[src/eisf_params.svh]
`ifndef EISF_PARAMS_SVH
`define EISF_PARAMS_SVH

// Number of external request pins handled by the block.
`define EISF_PIN_COUNT       3

// Register byte offsets on the Avalon-MM slave.
`define EISF_OFS_SENSE_HIGH  5'h00
`define EISF_OFS_SENSE_LOW   5'h04
`define EISF_OFS_REQ_FLAG    5'h08
`define EISF_OFS_REQ_ENABLE  5'h0c
`define EISF_OFS_INT_STATUS  5'h10
`define EISF_OFS_INT_MASK    5'h14

// Reset value of the two sense-control registers.
`define EISF_RESET_BYTE      8'h00

// Field positions.
`define EISF_FLAG_MSB        2
`define EISF_SENSE_MSB       5

`endif

[src/eisf_pkg.sv]
// Types shared by the detector and the register block.
package eisf_pkg;

  // Detection mode of one pin, in the order of its (B,A) sense bit pair.
  typedef enum logic [1:0] {
    EISF_SENSE_LOW,
    EISF_SENSE_FALL,
    EISF_SENSE_RISE,
    EISF_SENSE_BOTH
  } eisf_sense_type;

  // Three-pin vector used for pins, flags and pulses.
  typedef logic [2:0] eisf_pins_type;

endpackage : eisf_pkg

[src/eisf_sense_if.sv]
// Carries sense modes to the detector and its findings back.
interface eisf_sense_if;
  import eisf_pkg::*;

  logic [5:0]    senseMode;  // Three (B,A) pairs, pin 0 in the low bits.
  eisf_pins_type setReq;     // One bit per pin: set condition seen this cycle.
  eisf_pins_type pinLevel;   // Synchronised pin levels.

  modport detect (
    input  senseMode,
    output setReq,
    output pinLevel
  );

  modport ctrl (
    output senseMode,
    input  setReq,
    input  pinLevel
  );
endinterface : eisf_sense_if

[src/eisf_irq_sense.sv]
// What this block does
// - Two 8-bit read/write sense-control registers.
// - Sense registers clear on reset and standby.
// - Pair 00 requests on low pin level.
// - Pair 01 falling, 10 rising, 11 both.
// - Flag register clears on reset and standby.
// - Bits 2..0 are flags; 7..3 read zero.
// - Software can only clear flags, never set.
// - Clear needs read-as-one, then write zero.
// - Level mode: exception clears flag if pin high.
// - Edge modes: exception clears flag unless a new edge sets it.
// - Level mode: low pin sets the flag.
// - Edge modes set flag on selected edges.
// - Flags set regardless of enable bits.
// - Detection ignores pin direction setting.
`include "eisf_params.svh"

module eisf_irq_sense
  import eisf_pkg::*;
(
  input  wire logic                    clk,
  input  wire logic                    nrst,
  input  wire logic                    ce,
  input  wire logic                    hwStandby,
  input  wire logic [4:0]              address,
  input  wire logic                    read,
  input  wire logic                    write,
  input  wire logic [31:0]             writedata,
  input  wire logic [3:0]              byteenable,
  output logic [31:0]                  readdata,
  output logic                         waitrequest,
  input  wire eisf_pkg::eisf_pins_type extRequestPin,
  input  wire eisf_pkg::eisf_pins_type excAck,
  output eisf_pkg::eisf_pins_type      cpuRequest,
  output logic                         irq
);
  import eisf_pkg::*;

  // Software-visible storage.
  logic [7:0]    senseCtrlHighReg;  // Reserved register, stored and read back.
  logic [7:0]    senseCtrlLowReg;   // Three (B,A) sense pairs in bits 5..0.
  eisf_pins_type requestFlagReg;    // Pending request flag per pin.
  eisf_pins_type requestEnableReg;  // Per-pin enable toward the CPU.
  eisf_pins_type intStatus;         // Sticky event bits, write one to clear.
  eisf_pins_type intMask;           // Gates the status bits onto irq.

  // Bookkeeping.
  eisf_pins_type clearArmed;  // Flag was read as one since the last write and has stayed set since.
  logic          busAck;      // High for the cycle that ends a bus access.

  // Signals from the detector.
  eisf_sense_if  sense ();

  // Bus decode.
  wire           busReq      = read | write;
  wire           writeTaken  = write & busAck & byteenable[0];
  wire           readTaken   = read & busAck;
  wire           selHigh     = address == `EISF_OFS_SENSE_HIGH;
  wire           selLow      = address == `EISF_OFS_SENSE_LOW;
  wire           selFlag     = address == `EISF_OFS_REQ_FLAG;
  wire           selEnable   = address == `EISF_OFS_REQ_ENABLE;
  wire           selStatus   = address == `EISF_OFS_INT_STATUS;
  wire           selMask     = address == `EISF_OFS_INT_MASK;
  wire [7:0]     writeByte   = writedata[7:0];

  // Per-pin decisions.
  eisf_pins_type levelMode;   // Pin is in low-level mode.
  eisf_pins_type excClear;    // Exception handling clears the flag.
  eisf_pins_type swClear;     // Software clear that meets the read-first order.
  eisf_pins_type next_flag;   // Flag value for the next cycle.
  eisf_pins_type next_status; // Interrupt status for the next cycle.
  logic [7:0]    readByte;    // Selected register value.

  // Standby acts as a reset for every software-visible register, as a hard reset does; busAck, readdata and the synchronisers see only nrst.
  wire           regReset = !nrst || hwStandby;

  // Pin synchronisation and condition detection live in the child.
  eisf_sense_detect uDetect (
    .clk           (clk),
    .nrst          (nrst),
    .ce            (ce),
    .extRequestPin (extRequestPin),
    .sense         (sense.detect)
  );

  assign sense.senseMode = senseCtrlLowReg[`EISF_SENSE_MSB:0];

  // Level mode is the all-zero pair; any set bit means an edge mode.
  for (genvar n = 0; n < `EISF_PIN_COUNT; n++) begin : gMode
    assign levelMode[n] = senseCtrlLowReg[2*n+1 -: 2] == 2'b00;
  end

  // In level mode the flag only drops if the pin has gone back high,
  // otherwise the still-active level would raise it again at once.
  assign excClear = excAck & ((levelMode & sense.pinLevel)
                              | ~levelMode);

  // A zero written to a flag clears it only if that flag was seen as one
  // by an earlier read; ones written are ignored.
  assign swClear = {3{writeTaken & selFlag}}
                   & ~writeByte[`EISF_FLAG_MSB:0]
                   & clearArmed;

  // A new set condition wins over any clear in the same cycle, so no
  // request is lost; the enable register has no say in setting.
  assign next_flag = sense.setReq
                     | (requestFlagReg & ~(swClear | excClear));

  // Event bits: a rising flag is the event; the set also wins here.
  assign next_status = (sense.setReq & ~requestFlagReg)
                       | (intStatus & ~({3{writeTaken & selStatus}}
                                        & writeByte[`EISF_FLAG_MSB:0]));

  // Read multiplexer; reserved flag bits and unmapped offsets read zero.
  assign readByte =
    selHigh   ? senseCtrlHighReg :
    selLow    ? senseCtrlLowReg :
    selFlag   ? {5'h00, requestFlagReg} :
    selEnable ? {5'h00, requestEnableReg} :
    selStatus ? {5'h00, intStatus} :
    selMask   ? {5'h00, intMask} :
                8'h00;

  // Every access waits exactly one cycle; the slave then answers.
  assign waitrequest = busReq & ~busAck;

  // Request toward the CPU interrupt logic, per pin.
  assign cpuRequest = requestFlagReg & requestEnableReg;

  // Single level interrupt for unmasked events.
  assign irq = |(intStatus & intMask);

  // Access handshake: one wait cycle, then an acknowledge cycle. The
  // acknowledge drops after one cycle even if the master holds the request,
  // so a held request is answered again rather than stuck.
  always_ff @(posedge clk) begin
    if (!nrst) begin
      busAck <= 1'b0;
    end else if (ce) begin
      busAck <= busReq & ~busAck;
    end
  end

  // Read data is loaded as the acknowledge rises and stands until the next
  // read access, so the master sees it at the edge where waitrequest is low.
  always_ff @(posedge clk) begin
    if (!nrst) begin
      readdata <= 32'h0000_0000;
    end else if (ce && read && !busAck) begin
      readdata <= {24'h00_0000, readByte};
    end
  end

  // Sense-control registers; reserved bits are stored as written because
  // software is expected to keep them at zero.
  always_ff @(posedge clk) begin
    if (regReset) begin
      senseCtrlHighReg <= `EISF_RESET_BYTE;
      senseCtrlLowReg  <= `EISF_RESET_BYTE;
    end else if (ce && writeTaken) begin
      if (selHigh) begin
        senseCtrlHighReg <= writeByte;
      end
      if (selLow) begin
        senseCtrlLowReg <= writeByte;
      end
    end
  end

  // Request flags.
  always_ff @(posedge clk) begin
    if (regReset) begin
      requestFlagReg <= 3'h0;
    end else if (ce) begin
      requestFlagReg <= next_flag;
    end
  end

  // Arming for the software clear: a read of the flag register arms each
  // flag that read as one; any write to the register disarms all of them,
  // so a stale read cannot clear a flag set again afterwards.
  always_ff @(posedge clk) begin
    if (regReset) begin
      clearArmed <= 3'h0;
    end else if (ce) begin
      if (writeTaken && selFlag) begin
        clearArmed <= 3'h0;
      end else if (readTaken && selFlag) begin
        clearArmed <= clearArmed | readdata[`EISF_FLAG_MSB:0];
      end else begin
        clearArmed <= clearArmed & requestFlagReg;
      end
    end
  end

  // Enable, status and mask registers.
  always_ff @(posedge clk) begin
    if (regReset) begin
      requestEnableReg <= 3'h0;
      intStatus        <= 3'h0;
      intMask          <= 3'h0;
    end else if (ce) begin
      intStatus <= next_status;
      if (writeTaken && selEnable) begin
        requestEnableReg <= writeByte[`EISF_FLAG_MSB:0];
      end
      if (writeTaken && selMask) begin
        intMask <= writeByte[`EISF_FLAG_MSB:0];
      end
    end
  end
endmodule : eisf_irq_sense

[src/eisf_sense_detect.sv]
// Synchronises the request pins and finds level and edge conditions.
`include "eisf_params.svh"

module eisf_sense_detect
  import eisf_pkg::*;
(
  input  wire logic           clk,
  input  wire logic           nrst,
  input  wire logic           ce,
  input  wire eisf_pkg::eisf_pins_type extRequestPin,
  eisf_sense_if.detect        sense
);
  import eisf_pkg::*;

  eisf_pins_type syncFirst;  // First stage, read only by the second.
  eisf_pins_type syncPin;    // Second stage, safe to use.
  eisf_pins_type pinPrev;    // Level one cycle earlier, for edges.

  // Decides whether one pin meets its selected condition this cycle.
  function automatic logic meets(input eisf_sense_type mode, input logic now,
                                 input logic was);
    case (mode)
      EISF_SENSE_LOW:  meets = ~now;
      EISF_SENSE_FALL: meets = was & ~now;
      EISF_SENSE_RISE: meets = ~was & now;
      EISF_SENSE_BOTH: meets = was ^ now;
      default:         meets = 1'b0;
    endcase
  endfunction

  // Two flip-flops before any logic looks at a pin; the previous level starts
  // high so that no edge is invented just after reset.
  always_ff @(posedge clk) begin
    if (!nrst) begin
      syncFirst <= 3'h7;
      syncPin   <= 3'h7;
      pinPrev   <= 3'h7;
    end else if (ce) begin
      syncFirst <= extRequestPin;
      syncPin   <= syncFirst;
      pinPrev   <= syncPin;
    end
  end

  // One detector per pin; the pin direction plays no part here.
  for (genvar n = 0; n < `EISF_PIN_COUNT; n++) begin : gPin
    assign sense.setReq[n] = meets(eisf_sense_type'(sense.senseMode[2*n+1 -: 2]),
                                   syncPin[n], pinPrev[n]);
  end

  assign sense.pinLevel = syncPin;
endmodule : eisf_sense_detect

[config.mk]
export PLATFORM = sky130hd
export DESIGN_NAME = eisf_irq_sense
export DESIGN_NICKNAME = d
export VERILOG_FILES = /design/src/eisf_pkg.sv /design/src/eisf_sense_if.sv /design/src/eisf_irq_sense.sv /design/src/eisf_sense_detect.sv
export VERILOG_INCLUDE_DIRS = /design/src
export SDC_FILE = /design/constraint.sdc
export NUM_CORES = 1
export LEC_CHECK = 0
export BUFFER_PORTS_ARGS = -buffer_cell sky130_fd_sc_hd__buf_2
export CAP_MARGIN = 15
export CELL_PAD_IN_SITES_DETAIL_PLACEMENT = 1
export CELL_PAD_IN_SITES_GLOBAL_PLACEMENT = 1
export CORE_ASPECT_RATIO = 0.9
export CORE_UTILIZATION = 40
export CTS_CLUSTER_SIZE = 30
export DETAILED_ROUTE_END_ITERATION = 8
export PLACE_DENSITY = 0.85
export SLEW_MARGIN = 20
export SYNTH_ARGS = -nofsm -noshare
export SYNTH_HDL_FRONTEND = slang
export SYNTH_SLANG_ARGS = --single-unit
[constraint.sdc]
create_clock -name clk -period 3.51 [get_ports clk]
set_input_delay 0.702 -clock clk [delete_from_list [all_inputs] [get_ports clk]]
set_output_delay 0.702 -clock clk [all_outputs]
set_load 0.05 [all_outputs]
==> flow_summary.ini, run 1 <==
[yosys]
synth_edf_count = 0
synthSimpleGateAreaFrac = 0.2221
yosys.area_share.adder = 0.02812
synth_top_family_by_area = simple AND/OR/NAND/NOR gates
ys_top_cells_by_count = 49 x dfxtp_1, 49 x nand2_1, 26 x mux2i_1, 24 x buf_4, 14 x inv_1
syn_area_per_cell_um2 = 9.144
ys.flop_type = dfxtp_1
synth.largest_area_cell = dfxtp_1
ys_seq_area_frac = 0.3674
ys_types = 43
yosysWarnings = 0
synth_compound_area_frac = 0.1115
ys_top_cells_by_area = dfxtp_1 37%, mux2i_1 9.7%, nand2_1 6.9%
syn_area_um2 = 2670
async_reset_ff_frac = 0
ys_ff_latch = 49
synth_xor_area_frac = 0
yosysTopAreaCellShare = 0.3674
synthMuxAreaShare = 0.1565
synth_cells = 292

[sta]
worst_pin_slew_ns = 0.7344
fin_crit_sh = 0.6239
setup_viol = 0
final_max_slew_viol_count = 0
finalSetupTns_ns = 0
fin_hold_ws_ns = 0.4633
hold_violations = 0
worst_slack_ns = 1.320
min_period_ns = 2.190
rsz0062_at_grt = false
finClkSkew_ns = 0.004789
slew_headroom = 0.5064
max_freq_ghz = 0.4566

[drt]
vias = 2205
drtIter0Drc = 82
via_per_inst = 5.404
dr.pass1.iters = 6
wirelength_mm = 6.622
drtAntennaViolNets = 0
drc = 0
wl_per_cell_um = 16.23

[setup_path]
criticalPathCategory = in2reg
crit_required_ns = 3.75
path_cells = buf_2 > nor4_2 > and3_1 > mux2i_1
critPathMaxFanout = 17
endpoint_kind = flip-flop
slowest_delay_ns = 0.65
crit_path_top_delay_cell = nor4_2
critPathArrivalTime_ns = 2.43
start_kind = input pin
rr_worst_depth = 4

[floorplanning]
die_x_um = 88.12
row_count = 27
die-area_um2 = 7006
die_h_um = 79.51
core_area_um2 = 6284
ios = 90
initial_core_util = 0.4249

[clock_tree]
tritoncts = done
post_cts_buffers = 0
path_clk_slew_ns = 0.09
cts_buffers = 5
clock-root-buffer = clkbuf_8
cts_max_level = 2
ctsHoldBuffers = 0
insertion_delay_ns = 0.31
clk_path_buf_depth = 2
cts_resized = 0
cts.sinks = 49

[pwr]
swShare = 0.3021
p_seq_frac = 0.537
ir_drop_v = 0.0001565
power.switching_mw = 0.3219
comb_power_share = 0.148
clock_power_share = 0.315
leakagePower_nw = 1.287
p_per_area_nw_per_um2 = 367.4
internal_power_mw = 0.7437

[global_routing]
grt_pass1_wl_mm = 10.89
grt_remaining_overflow = 0
grt.total_usage = 0.2056
grt_antenna_before_repair = 0
grt_pass1_vias = 2221
grt_max_degree = 34

[min_path]
hold_class = reg2reg
hold_depth = 2

[cells_and_area]
drive_gt1_frac = 0.1931
utilization = 0.4616
areaGrowthSynthToFinish_pct = 8.622
diodes = 0
reg.largest.list = readdata: 8 flops, senseCtrlHighReg: 8 flops, senseCtrlLowReg: 8 flops
fillers = 782
final_nets = 379

[outcome]
outcome = finished clean

[placement]
pre_cts_ws_ns = 1.028
io_buffers = 38
place.gp.congestion = 0.8542
hpwl_mm = 4.974

[flow_run]
cap_viol_max_count = 0
## layout make-up
type | instances | area [um2] | area share
Clock buffer | 7 | 76.32 | 0.02632
Clock inverter | 1 | 7.507 | 0.002588
Inverter | 14 | 52.55 | 0.01812
Multi-Input combinational cell | 211 | 1476 | 0.5091
Sequential cell | 49 | 980.9 | 0.3382
Tap cell | 87 | 108.9 | 0.03753
Timing Repair Buffer | 39 | 197.7 | 0.06816
## worst max-delay path, delay by kind of cell
kind                   cells  cell delay, ns
buffers and inverters      1            0.19
AND/OR/NAND/NOR            2            1.27
multiplexers               1            0.26
## worst paths after layout
path                                          start                                to  slack [ns]
max reg2reg  uDetect.sense.pinLevel[1]$_SDFFE_PN1P_         intStatus[1]$_SDFFE_PP0P_        1.88
max                                      address[3]  senseCtrlHighReg[3]$_SDFFE_PP0P_        1.32
min                senseCtrlHighReg[1]$_SDFFE_PP0P_  senseCtrlHighReg[1]$_SDFFE_PP0P_        0.46
min reg2reg        senseCtrlHighReg[1]$_SDFFE_PP0P_  senseCtrlHighReg[1]$_SDFFE_PP0P_        0.46
## layer usage
layer	wire length, um	GRT usage	part of all wire	up-vias
met5	0	0	0	-
met4	119	0.07581	0.018	0
met3	229	0.03619	0.035	11
met2	3216	0.3566	0.49	54
met1	3057	0.2529	0.46	1089
li1	-	-	-	1051
## cells in the final DEF (no fill, tap or decap), drive strengths merged, types with 2 or more instances in the layout
| cell | synthesis | layout |
|---|---|---|
| a21boi | 5 | 5 |
| a21o | 3 | 3 |
| a221oi | 3 | 3 |
| a32oi | 3 | 3 |
| and2 | 3 | 3 |
| and3b | 8 | 8 |
| buf | 31 | 39 |
| clkbuf | 10 | 7 |
| conb | 1 | 24 |
| dfxtp | 49 | 49 |
| ha | 6 | 6 |
| inv | 14 | 14 |
| mux2 | 8 | 8 |
| mux2i | 26 | 26 |
| mux4 | 3 | 3 |
| nand2 | 49 | 49 |
| nand2b | 7 | 7 |
| nand3 | 13 | 13 |
| nor2b | 2 | 2 |
| nor3 | 4 | 4 |
| nor3b | 2 | 2 |
| nor4 | 4 | 4 |
| nor4b | 4 | 4 |
| nor4bb | 3 | 3 |
| o2111ai | 3 | 3 |
| o211ai | 9 | 9 |
| o22ai | 3 | 3 |
| o311ai | 3 | 3 |
| o32ai | 3 | 3 |
| or4b | 2 | 2 |
## power groups by stage
stage / registers, mW / logic [mW] / clock network [mW]
finish: 0.572 / 0.158 / 0.335
global route: 0.574 / 0.171 / 0.370
CTS: 0.572 / 0.157 / 0.344
detailed placement: 0.585 / 0.157 / 0
global placement: 0.585 / 0.153 / 0
floorplan: 0.583 / 0.143 / 0
## metrics by stage
stage	power (mW)	instance area, um2	std cells
floorplan	0.7257	2756	315
global placement	0.7376	2816	400
detailed placement	0.7423	2816	400
CTS	1.073	2900	408
global route	1.115	2900	408
finish	1.066	2900	408
## cells by family (layout without fill, tap and decap cells)
group / Yosys count / count (layout)
mux: 37 / 37
flops: 49 / 49
simple gates: 107 / 107
other cells: 1 / 24
fa+ha+maj: 6 / 6
buf+inv: 55 / 61
compound gates: 37 / 37
(Power assumes the default switching activity.)
==> inputs of run 2 (changes only) <==
- ABC_AREA: not set -> 1
- CORE_UTILIZATION: 40 -> 31
- PLACE_DENSITY: 0.85 -> 0.75
- clock period: 3.51 -> 1.83 ns (I/O delays scaled with it)
==> flow_summary.ini, run 2 <==
[clock_tree]
insertion_delay_ns = 0.31
post_cts_buffers = 0
ctsHoldBuffers = 0
cts_max_level = 2
cts_buffers = 5
clk_path_buf_depth = 2
cts.sinks = 49
path_clk_slew_ns = 0.09
tritoncts = done
cts_resized = 0
clock-root-buffer = clkbuf_8

[cells_and_area]
final_cells = 500
final_nets = 459
reg.largest.list = readdata: 8 flops, senseCtrlHighReg: 8 flops, senseCtrlLowReg: 8 flops
drive_gt1_frac = 0.1895
areaGrowthSynthToFinish_pct = 12.64
diodes = 0
finalInstanceArea_um2 = 2888
regArea_um2 = 980.9
fillers = 1034
most-common-layout-cells = 49 x dfxtp_1, 47 x nand2_1, 40 x nor2_1
multiInputGateArea_um2 = 1247
layout_commonest_cell = dfxtp_1

[sta]
max_freq_ghz = 0.6492
fin_crit_sh = 0.8417
worst_slack_ns = 0.2896
min_period_ns = 1.540
setup_viol = 0
finalSetupTns_ns = 0
finClkSkew_ns = 0.006371
final_max_slew_viol_count = 0
hold_violations = 0
rsz0062_at_grt = false

[yosys]
async_reset_ff_frac = 0
ys_top_cells_by_count = 49 x dfxtp_1, 47 x nand2_1, 40 x nor2_1, 37 x inv_1, 35 x a21oi_1
synth_cells = 359
yosysWarnings = 0
synth_most_common_cell = dfxtp_1
ys_ff_latch = 49
synth.largest_area_cell = dfxtp_1
ys_types = 28
synth_edf_count = 0
yosysTopAreaCellShare = 0.3826
ys.flop_type = dfxtp_1
ys_top_cells_by_area = dfxtp_1 38%, buf_4 7.3%, nand2_1 6.9%
syn_area_um2 = 2564
ys_seq_area_frac = 0.3826
syn_area_per_cell_um2 = 7.141

[placement]
place.gp.congestion = 0.7949
dpl_cell_area_um2 = 2786
dpl.cell_count = 492
pre_cts_ws_ns = 0.1586
hpwl_mm = 5.315
io_buffers = 38

[floorplanning]
die_h_um = 88.27
die_x_um = 97.86
row_count = 31
core_area_um2 = 8029
initial_core_util = 0.3193
die-area_um2 = 8638
ios = 90

[setup_path]
startpoint = busAck$_SDFFE_PN0P_
criticalPathCategory = reg2out
critPathArrivalTime_ns = 1.17
r2r-end = intStatus[2]$_SDFFE_PP0P_
start_kind = flip-flop
timing.rr.start = uDetect.sense.pinLevel[2]$_SDFFE_PN1P_
regToRegSetupSlack_ns = 0.30
rr_worst_depth = 7
crit_required_ns = 1.46
endpoint_kind = primary output
critPathMaxFanout = 6

[drt]
drc = 7
wirelength_mm = 6.860
drtAntennaViolNets = 0
dr.pass1.iters = 6
wl_per_cell_um = 13.72
via_per_inst = 4.736
drtIter0Drc = 169
vias = 2368

[pwr]
p_per_area_nw_per_um2 = 753.3
leakagePower_nw = 1.371
ir_drop_v = 0.0003781
power_mw = 2.175

[global_routing]
grt_max_degree = 27
grt_antenna_before_repair = 0
grt_pass1_vias = 2302
grt_pass1_wl_mm = 11.48
grt_remaining_overflow = 0
met3_usage = 0.04107
use_met2 = 0.2823
grt.total_usage = 0.1717
grt-busiest-layer = met2
met1_usage = 0.2289

[min_path]
hold_start = extRequestPin[2]
holdPathEnd = uDetect.syncFirst[2]$_SDFFE_PN1P_
hold_class = in2reg
hold_depth = 3

[outcome]
violations = design-rule violations
outcome = finished with violations

[flow_run]
cap_viol_max_count = 0
[run 2: cell types whose count changed after synthesis, moves of 10 or more]
cell / delta
nor2_1: +39
inv_1: +23
nand3_1: +13
inv_2: +12
mux2i_1: -26
o21ai_1: +29
a21oi_1: +35
nand4_1: +10
[run 2: kinds of logic after synthesis]
| family | synth area share |
|---|---|
| AO/OA/AOI/OAI | 0.1772 |
| other | 0.001463 |
| adder cells (fa/ha/maj) | 0.02928 |
| AND/OR/NAND/NOR | 0.2450 |
| buffers and inverters | 0.1645 |
| flip-flops | 0.3826 |
[run 2: worst max path at each step]
stage	endpoint	slack (ns)	cells after the start
after floorplan	waitrequest	0.38	1
after global placement	senseCtrlLowReg[4]$_SDFFE_PP0P_	0.23	9
after detailed placement	senseCtrlHighReg[6]$_SDFFE_PP0P_	0.16	9
after CTS	waitrequest	0.27	2
after global routing	waitrequest	0.19	2
final	waitrequest	0.29	2
[run 2: layer usage]
layer	routed length, um	vias up
met3	273	5
met2	3160	46
li1	-	1212
met4	65	0
met5	0	-
met1	3360	1105
[run 2: report_power, final]
group | leakage (nW) | internal, mW | switching [mW]
Clock | 0.0542 | 0.342 | 0.376
Sequential | 0.398 | 1.09 | 0.0214
Combinational | 0.918 | 0.0758 | 0.269
Total | 1.37 | 1.51 | 0.666
[run 2: per-stage QoR]
stage / utilization / hold WS (ns)
6_report: 0.3597 / 0.2637
5_1_grt: 0.3597 / 0.2621
4_1_cts: 0.3597 / 0.2542
3_5_place_dp: 0.3470 / 0.4615
3_3_place_gp: 0.3470 / 0.4471
2_1_floorplan: - / 0.4292
[run 2: critical path, cell delays in order (launching register included)]
cell and delay [ns]:
dfxtp_1 0.42, nor2_1 0.17, buf_2 0.28
[run 2: cell type report]
class                      count  area share
multi-input combinational    249      0.4320
sequential                    49      0.3397
timing repair buffer          46     0.08666
inverter                      49     0.06369
tap                           99     0.04289
clock buffer                   7     0.03336
clock inverter                 1    0.001733
